[config.mk]
export PLATFORM = sky130hd
export DESIGN_NAME = psr_top
export DESIGN_NICKNAME = d
export VERILOG_FILES = /design/src/psr_pkg.sv /design/src/psr_res_if.sv /design/src/psr_sync.sv /design/src/psr_meas.sv /design/src/psr_top.sv
export SDC_FILE = /design/constraint.sdc
export NUM_CORES = 1
export LEC_CHECK = 0
export ABC_CLOCK_PERIOD_IN_PS = 2990
export BUFFER_PORTS_ARGS = -buffer_cell sky130_fd_sc_hd__clkbuf_2
export CORE_AREA = 2 2 115 117
export DETAILED_ROUTE_END_ITERATION = 7
export DIE_AREA = 0 0 117 119
export MAX_ROUTING_LAYER = met4
export PLACE_DENSITY = 0.78
export SYNTH_ARGS = -nofsm -noshare
export SYNTH_HDL_FRONTEND = slang
export SYNTH_SLANG_ARGS = --single-unit
[constraint.sdc]
create_clock -name clk_i -period 2.99 [get_ports clk_i]
set_input_delay 0.598 -clock clk_i [delete_from_list [all_inputs] [get_ports clk_i]]
set_output_delay 0.598 -clock clk_i [all_outputs]
set_load 0.01 [all_outputs]
[src/psr_pkg.sv]
// Shared constants and types of the pressure sensor readout block.
// Assumes a single 100 MHz system clock.
package psr_pkg;
   localparam int PSR_BRIDGE_W = 14;
   localparam int PSR_TEMP_W = 11;
   localparam int PSR_PKT_BITS = 32;
   localparam int PSR_PAD_BITS = 5;
   localparam int PSR_CNT_W = 6;
   localparam int PSR_SYNC_STAGES = 3;
   localparam logic [1:0] PSR_STATUS_VALID = 2'h0;
   localparam logic [1:0] PSR_STATUS_STALE = 2'h2;
   localparam logic [5:0] PSR_CNT_RST = 6'h00;
   localparam logic [5:0] PSR_CNT_FULL = 6'h20;
   // Clock rate and phase times of a measurement cycle.
   localparam int PSR_CLK_MHZ = 100;
   localparam int PSR_TEMP_US = 500;
   localparam int PSR_AZ_US = 500;
   localparam int PSR_BRIDGE_US = 400;
   localparam int PSR_CORR_US = 100;
   localparam int PSR_TEMP_CYC = PSR_TEMP_US * PSR_CLK_MHZ;
   localparam int PSR_AZ_CYC = PSR_AZ_US * PSR_CLK_MHZ;
   localparam int PSR_BRIDGE_CYC = PSR_BRIDGE_US * PSR_CLK_MHZ;
   localparam int PSR_CORR_CYC = PSR_CORR_US * PSR_CLK_MHZ;
   localparam int PSR_PHASE_W = 20;
   // Front-end select codes.
   localparam logic [1:0] PSR_SEL_TEMP = 2'h0;
   localparam logic [1:0] PSR_SEL_AZ = 2'h1;
   localparam logic [1:0] PSR_SEL_BRIDGE = 2'h2;
   typedef enum logic [2:0] {
      PSR_SLEEP,
      PSR_TEMP,
      PSR_AZ,
      PSR_BRIDGE,
      PSR_CORR
   } psr_seq_state_t;
endpackage : psr_pkg

[src/psr_res_if.sv]
// Result carrier between the measurement sequencer and the readout core.
// Assumes both ends run on the same clock.
`timescale 1ns/1ns
interface psr_res_if;
   logic done;
   logic busy;
   logic [13:0] bridge;
   logic [10:0] temp;
   modport seq (output done, output busy, output bridge, output temp);
   modport core (input done, input busy, input bridge, input temp);
endinterface : psr_res_if

[src/psr_sync.sv]
// Three-stage pin synchroniser with agreement filter.
// Assumes the input is asynchronous to clk_i.
`timescale 1ns/1ns
module psr_sync #(
   parameter logic RST_VAL = 1'b0
) (
   // System.
   input wire logic clk_i,
   input wire logic rst_n_i,
   // Pin and filtered level.
   input wire logic pin_i,
   output logic level_o
);
   logic [2:0] ff_q;
   logic level_q;

   always_ff @(posedge clk_i or negedge rst_n_i) begin
      if (!rst_n_i) begin
         ff_q <= {3{RST_VAL}};
      end else begin
         ff_q <= {ff_q[1:0], pin_i};
      end
   end

   // A change counts only once stages two and three agree.
   always_ff @(posedge clk_i or negedge rst_n_i) begin
      if (!rst_n_i) begin
         level_q <= RST_VAL;
      end else if (ff_q[1] == ff_q[2]) begin
         level_q <= ff_q[2];
      end
   end

   assign level_o = level_q;
endmodule : psr_sync

[src/psr_meas.sv]
// Sleep-mode measurement sequencer and correction.
// Assumes the analog front end presents a settled code on adc_data_i.
`timescale 1ns/1ns
module psr_meas #(
   parameter int TEMP_CYC = psr_pkg::PSR_TEMP_CYC,
   parameter int AZ_CYC = psr_pkg::PSR_AZ_CYC,
   parameter int BRIDGE_CYC = psr_pkg::PSR_BRIDGE_CYC,
   parameter int CORR_CYC = psr_pkg::PSR_CORR_CYC
) (
   // System.
   input wire logic clk_i,
   input wire logic rst_n_i,
   // Requests.
   input wire logic full_req_i,
   input wire logic bridge_req_i,
   // Front end.
   input wire logic [13:0] adc_data_i,
   output logic [1:0] adc_sel_o,
   // Results.
   psr_res_if.seq res
);
   localparam int W = psr_pkg::PSR_PHASE_W;
   psr_pkg::psr_seq_state_t state_q;
   logic [W-1:0] cnt_q;
   logic [10:0] temp_q;
   logic [13:0] az_q;
   logic [13:0] raw_q;
   logic end_w;

   assign end_w = (cnt_q == '0);

   always_ff @(posedge clk_i or negedge rst_n_i) begin
      if (!rst_n_i) begin
         state_q <= psr_pkg::PSR_SLEEP;
         cnt_q <= '0;
      end else begin
         unique case (state_q)
            psr_pkg::PSR_SLEEP: begin
               if (full_req_i) begin
                  state_q <= psr_pkg::PSR_TEMP;
                  cnt_q <= W'(TEMP_CYC - 1);
               end else if (bridge_req_i) begin
                  state_q <= psr_pkg::PSR_BRIDGE;
                  cnt_q <= W'(BRIDGE_CYC - 1);
               end
            end
            psr_pkg::PSR_TEMP: begin
               if (end_w) begin
                  state_q <= psr_pkg::PSR_AZ;
                  cnt_q <= W'(AZ_CYC - 1);
               end else cnt_q <= cnt_q - 1'b1;
            end
            psr_pkg::PSR_AZ: begin
               if (end_w) begin
                  state_q <= psr_pkg::PSR_BRIDGE;
                  cnt_q <= W'(BRIDGE_CYC - 1);
               end else cnt_q <= cnt_q - 1'b1;
            end
            psr_pkg::PSR_BRIDGE: begin
               if (end_w) begin
                  state_q <= psr_pkg::PSR_CORR;
                  cnt_q <= W'(CORR_CYC - 1);
               end else cnt_q <= cnt_q - 1'b1;
            end
            psr_pkg::PSR_CORR: begin
               if (end_w) state_q <= psr_pkg::PSR_SLEEP;
               else cnt_q <= cnt_q - 1'b1;
            end
            default: state_q <= psr_pkg::PSR_SLEEP;
         endcase
      end
   end

   // Stored temperature and zero persist so a bridge-only cycle reuses them.
   always_ff @(posedge clk_i or negedge rst_n_i) begin
      if (!rst_n_i) begin
         temp_q <= '0;
         az_q <= '0;
         raw_q <= '0;
      end else if (end_w) begin
         if (state_q == psr_pkg::PSR_TEMP) temp_q <= adc_data_i[13:3];
         if (state_q == psr_pkg::PSR_AZ) az_q <= adc_data_i;
         if (state_q == psr_pkg::PSR_BRIDGE) raw_q <= adc_data_i;
      end
   end

   // Correction removes the zero offset, clamped to the 14-bit code range.
   always_ff @(posedge clk_i or negedge rst_n_i) begin
      if (!rst_n_i) begin
         res.done <= 1'b0;
         res.bridge <= '0;
         res.temp <= '0;
      end else begin
         res.done <= 1'b0;
         if (state_q == psr_pkg::PSR_CORR && end_w) begin
            res.done <= 1'b1;
            res.bridge <= (raw_q > az_q) ? raw_q - az_q : 14'h0000;
            res.temp <= temp_q;
         end
      end
   end

   assign res.busy = (state_q != psr_pkg::PSR_SLEEP) | res.done;
   assign adc_sel_o = (state_q == psr_pkg::PSR_TEMP) ? psr_pkg::PSR_SEL_TEMP :
      (state_q == psr_pkg::PSR_AZ) ? psr_pkg::PSR_SEL_AZ : psr_pkg::PSR_SEL_BRIDGE;
endmodule : psr_meas

[src/psr_top.sv]
// Read-only serial readout of a compensated pressure and temperature sensor.
// Assumes SCLK idles low and is far slower than clk_i; requests on the
// command inputs are one-cycle pulses from same-clock decode logic.
`timescale 1ns/1ns

// How it works
// - The serial link only transmits on MISO; nothing is ever taken in.
// - MISO changes after each falling SCLK edge.
// - A full packet is four bytes, 32 bits, under one select.
// - Bytes one and two carry the upper and lower bridge bytes.
// - Byte three holds temperature bits 10..3, byte four bits 2..0 on top.
// - The low five bits of byte four are filler the master discards.
// - A read cut short after two or three bytes is fine.
// - The corrected bridge is a 14-bit unsigned code.
// - After sleep entry the part stays idle until a measure request.
// - A full request measures temperature, zero, bridge, then corrects.
// - A bridge-only request reuses stored temperature and zero values.
// - Finished results load into the output register, then sleep again.
// - A fetch returns 2, 3 or 4 bytes without waking the part.
// - The first fetch after a measurement shows the new result as valid, unless a fetch opened during the cycle closed after it ended.
// - After a fetch the status turns stale until the next cycle.
// - A fetch during a running cycle reports stale.
// - Data are not trustworthy before the first full measurement.
// - In two-wire mode the select pin signals data ready.
module psr_top #(
   parameter int TEMP_CYC = psr_pkg::PSR_TEMP_CYC,
   parameter int AZ_CYC = psr_pkg::PSR_AZ_CYC,
   parameter int BRIDGE_CYC = psr_pkg::PSR_BRIDGE_CYC,
   parameter int CORR_CYC = psr_pkg::PSR_CORR_CYC
) (
   // System.
   input wire logic clk_i,
   input wire logic rst_n_i,
   // Serial link pins.
   input wire logic sclk_i,
   input wire logic ss_n_i,
   output logic miso_o,
   output logic miso_oe_o,
   // Mode and command decode.
   input wire logic i2c_mode_i,
   input wire logic full_measure_request_i,
   input wire logic bridge_only_measure_request_i,
   // Analog front end.
   input wire logic [13:0] adc_data_i,
   output logic [1:0] adc_sel_o,
   // Status.
   output logic data_ready_o,
   output logic sleep_o
);
   psr_res_if res ();

   logic sclk_s;
   logic ss_n_s;
   logic sclk_p_q;
   logic ss_p_q;
   logic sclk_fall;
   logic ss_fall;
   logic ss_rise;
   logic spi_en;
   logic active_q;
   logic [5:0] cnt_q;
   logic [31:0] sh_q;
   logic [13:0] out_bridge_q;
   logic [10:0] out_temp_q;
   logic fresh_q;
   logic drdy_q;
   logic fetch_end;
   logic spi_mr;
   logic full_req;
   logic bridge_req;
   logic [1:0] status;
   logic [31:0] packet;

   // Pin synchronisers; SCLK idles low, select idles high.
   psr_sync #(
      .RST_VAL(1'b0)
   ) u_sync_sclk (
      .clk_i(clk_i),
      .rst_n_i(rst_n_i),
      .pin_i(sclk_i),
      .level_o(sclk_s)
   );

   psr_sync #(
      .RST_VAL(1'b1)
   ) u_sync_ss (
      .clk_i(clk_i),
      .rst_n_i(rst_n_i),
      .pin_i(ss_n_i),
      .level_o(ss_n_s)
   );

   psr_meas #(
      .TEMP_CYC(TEMP_CYC),
      .AZ_CYC(AZ_CYC),
      .BRIDGE_CYC(BRIDGE_CYC),
      .CORR_CYC(CORR_CYC)
   ) u_meas (
      .clk_i(clk_i),
      .rst_n_i(rst_n_i),
      .full_req_i(full_req),
      .bridge_req_i(bridge_req),
      .adc_data_i(adc_data_i),
      .adc_sel_o(adc_sel_o),
      .res(res.seq)
   );

   // Edge detection on the filtered pin levels.
   always_ff @(posedge clk_i or negedge rst_n_i) begin
      if (!rst_n_i) begin
         sclk_p_q <= 1'b0;
         ss_p_q <= 1'b1;
      end else begin
         sclk_p_q <= sclk_s;
         ss_p_q <= ss_n_s;
      end
   end

   // In two-wire mode the select pin is an output, so framing is ignored.
   assign spi_en = !i2c_mode_i;
   assign sclk_fall = sclk_p_q && !sclk_s;
   assign ss_fall = spi_en && ss_p_q && !ss_n_s;
   assign ss_rise = !ss_p_q && ss_n_s;

   // A frame with no clocks is a wake request; one with clocks is a fetch.
   assign fetch_end = ss_rise && active_q && (cnt_q != psr_pkg::PSR_CNT_RST);
   assign spi_mr = ss_rise && active_q && (cnt_q == psr_pkg::PSR_CNT_RST);
   assign full_req = full_measure_request_i || spi_mr;
   // Bridge-only requests exist on the two-wire interface only.
   assign bridge_req = bridge_only_measure_request_i && i2c_mode_i;

   // Status reflects freshness at the moment the frame opens.
   assign status = (fresh_q && !res.busy) ? psr_pkg::PSR_STATUS_VALID :
      psr_pkg::PSR_STATUS_STALE;
   assign packet = {status, out_bridge_q, out_temp_q, {psr_pkg::PSR_PAD_BITS{1'b0}}};

   // Output data register, loaded only when a cycle completes.
   always_ff @(posedge clk_i or negedge rst_n_i) begin
      if (!rst_n_i) begin
         out_bridge_q <= '0;
         out_temp_q <= '0;
      end else if (res.done) begin
         out_bridge_q <= res.bridge;
         out_temp_q <= res.temp;
      end
   end

   // Freshness: a completed cycle wins over a fetch ending in the same cycle.
   always_ff @(posedge clk_i or negedge rst_n_i) begin
      if (!rst_n_i) begin
         fresh_q <= 1'b0;
      end else if (res.done) begin
         fresh_q <= 1'b1;
      end else if (fetch_end) begin
         fresh_q <= 1'b0;
      end
   end

   // Data-ready flag for two-wire mode; cleared when a new cycle is requested.
   always_ff @(posedge clk_i or negedge rst_n_i) begin
      if (!rst_n_i) begin
         drdy_q <= 1'b0;
      end else if (res.done && i2c_mode_i) begin
         drdy_q <= 1'b1;
      end else if (full_req || bridge_req || !i2c_mode_i) begin
         drdy_q <= 1'b0;
      end
   end

   // Frame state: open on select fall, closed on select rise.
   always_ff @(posedge clk_i or negedge rst_n_i) begin
      if (!rst_n_i) begin
         active_q <= 1'b0;
      end else if (ss_fall) begin
         active_q <= 1'b1;
      end else if (ss_n_s || !spi_en) begin
         active_q <= 1'b0;
      end
   end

   // Bit counter, saturating at a full packet.
   always_ff @(posedge clk_i or negedge rst_n_i) begin
      if (!rst_n_i) begin
         cnt_q <= psr_pkg::PSR_CNT_RST;
      end else if (ss_fall || ss_rise) begin
         cnt_q <= psr_pkg::PSR_CNT_RST;
      end else if (active_q && sclk_fall && cnt_q != psr_pkg::PSR_CNT_FULL) begin
         cnt_q <= cnt_q + 6'h01;
      end
   end

   // Transmit shifter; the first bit sits on MISO before the first rise.
   always_ff @(posedge clk_i or negedge rst_n_i) begin
      if (!rst_n_i) begin
         sh_q <= '0;
      end else if (ss_fall) begin
         sh_q <= packet;
      end else if (active_q && sclk_fall && cnt_q != psr_pkg::PSR_CNT_FULL) begin
         sh_q <= {sh_q[30:0], 1'b0};
      end
   end

   // The pin is only ever driven outward, and only inside a frame.
   assign miso_o = sh_q[31];
   assign miso_oe_o = active_q;
   assign data_ready_o = drdy_q;
   assign sleep_o = !res.busy;
endmodule : psr_top

==> results by group, run 1 <==
Detailed routing
  – 1st-pass router iterations: 5
  – Average vias per placed instance: 5.80
  – Antenna Violating Nets Remaining: 0
  – Vias: about 5500
  – WL per Instance: 17.6 µm
  – Drt total wl: approximately 17 mm
  – Starting DRC count in detailed routing: 470
  – # DRC: 0

Timing
  – Slew headroom: 57.1%
  – Fmax: around 360 MHz
  – Setup Skew: 0.00484 ns
  – Fin crit share: between 90% and 100%
  – Setup-failing EPs final: 0
  – Worst-Margin Slew: 0.639 ns
  – Tmin final: 2.78 ns
  – RSZ-0062 raised after global routing: no
  – Worst Hold Slack: approximately 0.17 ns
  – Sum Neg Setup Slack: 0 ns
  – Final Max Slew Viols: 0
  – Final hold vios: 0

Floorplanning
  – Ports: 27
  – Die H: ~120 µm
  – Chip Width: 117 µm
  – Core Area: ~0.013 mm²
  – Core Rows: between 40 and 50
  – Full die area: 0.0139 mm²
  – Starting Density: 59.8%

Synthesis
  – Yosys warnings: 0
  – Seq/Total Area, Yosys: 51.8%
  – Ys flop type: dfrtp_1
  – EDFF count, synth: 0
  – Mapped Nets: 761
  – Post-Synthesis Cells: 722
  – Synth Cell Area: between 0.007 and 0.008 mm²
  – Netlist cell types: 67
  – Synthesized flop and latch total: between 150 and 200
  – Synth Area per Inst: 10.7 µm²
  – Async set-reset flop share out of synthesis: 100%

Power and ir drop
  – Peak VDD IR: a little under 0.4 mV
  – Power per cell area: between 500 and 600 mW/mm²
  – Power consumption: 0.00474 W
  – Lkg Pwr: 3.94 nW

GRT
  – Largest net degree at the start of global routing: 72
  – All-Layer GR Usage: between 20% and 30%
  – Initial antenna violation count: 1
  – Congestion Overflow GR: 0
  – First-pass GRT wire length: between 20 and 30 mm
  – Vias in the first global route: 5462

Finish
  – Layout overhead on the synthesized area: 14.4%
  – Area of the multi-input gates: between 0.003 and 0.004 mm²
  – Share of cells above drive strength 1: 23.4%
  – Sequential cell area: 0.00399 mm²
  – Nets@finish: 800
  – Final Instance Area: just under 0.009 mm²
  – Fillers: 977

Clocking
  – CTS tree: built
  – Root Driver: clkbuf_16
  – CTS buffer count: 17
  – Skew-Pair Late Insertion Delay: 0.43 ns
  – Clock transition at path regs: 0.07 ns
  – Setup bufs post-CTS: 0
  – Clock Tree Buf Depth: 2
  – Clock Sinks: 159
  – H-tree levels: 4

Placement
  – Placed Area: 0.00817 mm²
  – Post-DP HPWL: 12.1 mm
  – GPL Wtd Cong: 0.944
  – I/O Buffers: 26

Critical path
  – Largest fanout on the critical path: 14
  – Crit path capture type: flip-flop
  – Required time of the worst setup path: 3.32 ns
  – CP Launch Type: flip-flop
  – R2R cell count: 6
  – Setup Crit Path Kind: reg -> reg
  – WP data arrival: between 3 and 4 ns
  – Worst reg-to-reg setup slack: about 0.21 ns

Run
  – Maximum capacitance violations: 0

Worst hold path
  – Worst Hold Class: in -> async

Run status
  – Run status: finished clean
cell families (layout without fill, tap and decap cells):
family	count (synthesis)	after routing	synth area share [%]
other cells	0	1	0
simple gates	211	211	12.9
mux	89	89	12.6
xor+xnor	22	22	2.50
flops	159	159	51.8
compound gates	158	158	13.6
fa+ha+maj	20	20	3.28
buf+inv	63	115	3.33
final timing paths:
kind                                                    start                               end
worst max-delay path             u_meas.cnt_q[12]$_DFFE_PN0P_  u_meas.res.bridge[4]$_DFFE_PN0P_
min in group clk_i                                     ss_n_i       u_sync_ss.ff_q[0]$_DFF_PN1_
worst max register to register   u_meas.cnt_q[12]$_DFFE_PN0P_  u_meas.res.bridge[4]$_DFFE_PN0P_
worst min register to register  u_sync_sclk.ff_q[0]$_DFF_PN0_     u_sync_sclk.ff_q[1]$_DFF_PN0_
worst min-delay path                                  rst_n_i              sh_q[28]$_DFFE_PN0P_
max in group asynchronous                             rst_n_i       u_sync_ss.ff_q[1]$_DFF_PN1_
cell usage after synthesis, types with 5 or more instances:
| library cell | number | area share (%) |
|---|---|---|
| a211o_1 | 7 | 0.80 |
| a211oi_1 | 5 | 0.49 |
| a21o_1 | 6 | 0.59 |
| a21oi_1 | 23 | 1.5 |
| a22oi_1 | 5 | 0.49 |
| a31oi_1 | 5 | 0.41 |
| clkbuf_1 | 25 | 1.2 |
| dfrtp_1 | 154 | 50 |
| dfstp_2 | 5 | 1.7 |
| ha_1 | 17 | 2.8 |
| inv_1 | 29 | 1.4 |
| mux2_2 | 63 | 9.2 |
| mux2i_1 | 25 | 3.3 |
| nand2_1 | 100 | 4.9 |
| nand2b_1 | 5 | 0.41 |
| nand3_1 | 8 | 0.52 |
| nand4_1 | 8 | 0.65 |
| nor2_1 | 40 | 2.0 |
| nor2b_1 | 5 | 0.41 |
| nor3_1 | 13 | 0.85 |
| nor4_1 | 6 | 0.49 |
| o21a_1 | 5 | 0.49 |
| o21ai_0 | 57 | 3.7 |
| o21ai_2 | 11 | 1.3 |
| xnor2_1 | 11 | 1.3 |
| xor2_1 | 11 | 1.3 |
per-layer routing:
layer	vias up	wire length (µm)	track usage, %
met2	123	7590	37.8
li1	2642	-	-
met5	-	0	-
met3	22	780	6.51
met4	0	242	7.13
met1	2729	8160	40.0
critical path, stage by stage, from the launching register on:
cell and delay (ns):
dfrtp_1 0.44, or4_4 0.61, or4_4 0.44, or4_4 0.52, a211oi_2 0.24, o21ai_4 0.20, o21ai_0 0.24
layout make-up:
class	instances	area share, %
tap	176	2.50
multi-input combinational	500	39.9
clock buffer	18	4.99
inverter	29	1.24
timing repair buffer	54	4.36
antenna	1	0.0284
sequential	159	45.3
clock inverter	14	1.78
flip-flops by register name (all words and copies together) (netlist names), 11 cells and up:
name / count
out_bridge_q: 14
out_temp_q: 11
u_meas.res.bridge: 14
u_meas.az_q: 14
u_meas.temp_q: 11
u_meas.res.temp: 11
u_meas.raw_q: 14
sh_q: 27
u_meas.cnt_q: 20
timing repair:
| action | 4_1_cts | 5_1_grt |
|---|---|---|
| hold buffers | 0 | 0 |
| endpoints found under the setup margin | 1 | 3 |
| pin swaps | 0 | 1 |
| resized for setup | 1 | 4 |
metrics by stage:
stage               utilization (%)  worst slack (ns)  instances
floorplan                         -             0.282        722
global placement               63.5             0.133        918
detailed placement             63.5           -0.0224        918
CTS                            68.2            0.0785        950
global route                   68.4            0.0222        951
finish                         68.4             0.210        951
cells in the final DEF (no fill, tap or decap), types with 23 or more instances in the layout:
| master | Yosys | routed |
|---|---|---|
| a21oi_1 | 23 | 23 |
| buf_4 | 0 | 25 |
| clkbuf_2 | 0 | 25 |
| dfrtp_1 | 154 | 154 |
| inv_1 | 29 | 29 |
| mux2_2 | 63 | 63 |
| mux2i_1 | 25 | 25 |
| nand2_1 | 100 | 100 |
| nor2_1 | 40 | 40 |
| o21ai_0 | 57 | 57 |
power breakdown:
group	total (W)	switching (W)	internal (W)	leakage, nW
Sequential	0.00223	0.0000342	0.00220	2.03
Combinational	0.000332	0.000197	0.000135	1.62
Clock	0.00218	0.000910	0.00127	0.290
Power figures use the tool's default switching activity.
==> run 2, diff against run 1 <==
Settings changed: ABC_CLOCK_PERIOD_IN_PS 2990 to 3200, CORE_AREA 2 2 115 117 to 2 2 112 114, DIE_AREA 0 0 117 119 to 0 0 114 116, PLACE_DENSITY 0.78 to 0.82.
Clock period 2.99 ns to 3.2 ns, I/O delays scaled along.
==> results by group, run 2 (same netlist as run 1, synthesis figures left out) <==
Timing
  – RSZ-0062 raised after global routing: no (unchanged)
  – Worst-Margin Slew: 0.799 ns (was 0.639 ns)
  – Tmin final: 2.95 ns (was 2.78 ns)
  – Setup-failing EPs final: 0 (unchanged)
  – Final Max Slew Viols: 0 (unchanged)
  – Worst Hold Slack: 0.205 ns (was 0.175 ns)
  – Setup Skew: 0.00856 ns (was 0.00484 ns)
  – Slew headroom: 46.6% (was 57.1%)
  – Fin crit share: 92.3% (was 93.0%)
  – Fmax: 339 MHz (was 360 MHz)
  – Final hold vios: 0 (unchanged)
  – Sum Neg Setup Slack: 0 ns (unchanged)

Power and ir drop
  – Lkg Pwr: 3.91 nW (was 3.94 nW)
  – Switching Fraction: 24.6% (was 24.1%)
  – Power per cell area: 515 mW/mm² (was 539 mW/mm²)
  – Internal power: 0.00338 W (was 0.00360 W)
  – Clock power frac: 46.4% (was 45.9%)
  – Power consumption: 0.00448 W (was 0.00474 W)
  – Combinational fraction of design power: 7.0% (about the same)
  – Switching power total: 0.00110 W (was 0.00114 W)
  – Reg power frac: 46.6% (was 47.1%)
  – Peak VDD IR: 0.418 mV (was 0.393 mV)

Finish
  – Nets@finish: 797 (was 800)
  – Most frequent cells in the layout: dfrtp_1, nand2_1, mux2_2, o21ai_0, nor2_1 (unchanged)
  – Layout Cells excl Fill: 918 (was 951)
  – Reg with most FFs: sh_q (unchanged)
  – Layout overhead on the synthesized area: 13.1% (was 14.4%)
  – Antenna fix cells: 0 (was 1)
  – Max FFs per register: 27 (unchanged)
  – Share of cells above drive strength 1: 22.7% (was 23.4%)
  – Biggest regs: sh_q x27, u_meas.cnt_q x20 (unchanged)
  – Commonest non-fill, non-tap cell in the layout: dfrtp_1 (unchanged)

Clocking
  – Clock Sinks: 159 (unchanged)
  – H-tree levels: 4 (unchanged)
  – Root Driver: clkbuf_16 (unchanged)
  – Setup bufs post-CTS: 0 (unchanged)
  – Clock Tree Buf Depth: 2 (unchanged)
  – CTS resizes: 0 (was 1)
  – Post-CTS Hold Fix Bufs: 0 (unchanged)
  – CTS tree: built (unchanged)
  – Skew-Pair Late Insertion Delay: 0.43 ns (about the same)
  – Clock transition at path regs: 0.07 ns (about the same)
  – CTS buffer count: 17 (unchanged)

Floorplanning
  – Die H: 116 µm (was 119 µm)
  – Full die area: 0.0132 mm² (was 0.0139 mm²)
  – Chip Width: 114 µm (was 117 µm)
  – Core Rows: 40 (was 42)
  – Ports: 27 (unchanged)
  – Starting Density: 64.6% (was 59.8%)
  – Core Area: 0.0119 mm² (was 0.0129 mm²)

Critical path
  – Crit path capture type: flip-flop (unchanged)
  – Slowest cell on crit path: a211oi_1 (was or4_4)
  – Slowest stage delay, CP: 0.72 ns (was 0.61 ns)
  – Setup Crit Path Kind: reg -> reg (unchanged)
  – Worst path cell trace: inv_1 > ha_1 > nor4b_1 > a31oi_1 > and3_1 > a211oi_1 > nor2_1 > a2111oi_0 (was or4_4 > or4_4 > or4_4 > a211oi_2 > o21ai_4 > o21ai_0)
  – Critical path's top delay family: compound AO/OA/AOI/OAI gates (was simple AND/OR/NAND/NOR gates)
  – WP data arrival: 3.24 ns (was 3.11 ns)
  – Largest fanout on the critical path: 8 (was 14)
  – Reg2Reg Launch Point: cnt_q[0]$_DFFE_PN0P_ (was u_meas.cnt_q[12]$_DFFE_PN0P_)
  – CP startpoint: cnt_q[0]$_DFFE_PN0P_ (was u_meas.cnt_q[12]$_DFFE_PN0P_)
  – Required time of the worst setup path: 3.48 ns (was 3.32 ns)
  – CP Launch Type: flip-flop (unchanged)
  – Buf+Inv Stages, Crit Path: 1 (was 0)

GRT
  – Vias in the first global route: 5593 (was 5462)
  – All-Layer GR Usage: 28.9% (was 27.0%)
  – Largest net degree at the start of global routing: 69 (was 72)
  – Congestion Overflow GR: 0 (unchanged)
  – First-pass GRT wire length: 28.5 mm (was 28.1 mm)
  – Initial antenna violation count: 0 (was 1)

Detailed routing
  – Vias: 5594 (was 5516)
  – Starting DRC count in detailed routing: 551 (was 470)
  – Average vias per placed instance: 6.09 (was 5.80)
  – 1st-pass router iterations: 5 (unchanged)
  – # DRC: 0 (unchanged)
  – Drt total wl: 17.0 mm (was 16.8 mm)
  – Antenna Violating Nets Remaining: 0 (unchanged)
  – WL per Instance: 18.6 µm (was 17.6 µm)

Worst hold path
  – Worst Hold Class: in -> async (unchanged)

Run status
  – Run status: finished clean (unchanged)

Run
  – Maximum capacitance violations: 0 (unchanged)

Placement
  – I/O Buffers: 26 (unchanged)
  – Placed Cells incl. Taps: 886 (was 918)
  – GPL Wtd Cong: 0.939 (was 0.944)
  – Post-DP HPWL: 11.8 mm (was 12.1 mm)
## run 2: cell count changes in the layout (fill, tap and decap cells not counted), sizes merged
cell and delta:
inv +4, buf -3, clkinv -3, diode -1
clkinvlp -1
## run 2: path summary, 6_finish.rpt
path / cells after the start / to / slack, ns
max in group asynchronous: 2 / u_meas.az_q[10]$_DFFE_PN0P_ / 2.16
min: 1 / sh_q[22]$_DFFE_PN0P_ / 0.20
max reg2reg: 8 / u_meas.cnt_q[14]$_DFFE_PN0P_ / 0.25
min reg2reg: 0 / u_sync_sclk.ff_q[1]$_DFF_PN0_ / 0.36
max: 8 / u_meas.cnt_q[14]$_DFFE_PN0P_ / 0.25
min in group clk_i: 1 / u_sync_ss.ff_q[0]$_DFF_PN1_ / 0.29
## run 2: power groups by stage
stage / Combinational (W) / Sequential, W / Clock (W)
floorplan: 0.000190 / 0.00211 / 0
global placement: 0.000295 / 0.00212 / 0
detailed placement: 0.000308 / 0.00212 / 0
CTS: 0.000313 / 0.00209 / 0.00211
global route: 0.000346 / 0.00209 / 0.00219
finish: 0.000313 / 0.00209 / 0.00208
## run 2: layout make-up
cell class	count	area [µm²]
Timing Repair Buffer	51	337
Clock buffer	18	439
Tap cell	147	184
Inverter	29	109
Clock inverter	14	168
Fill cell	845	3210
Sequential cell	159	3990
Multi-Input combinational cell	500	3480
## run 2: routing by layer
metal | global-route usage [%] | routed length, µm
met3 | 5.54 | 966
met1 | 40.0 | 7800
met2 | 43.0 | 7920
met5 | - | 0
met4 | 10.6 | 350
## run 2: through the flow
step                cell area [µm²]  setup WS [ns]  utilization (%)
CTS                            8700          0.197             73.0
global placement               8090          0.375             67.9
finish                         8700          0.246             73.1
global route                   8700        0.00117             73.1
detailed placement             8090          0.205             67.9
floorplan                      7700          0.492                -
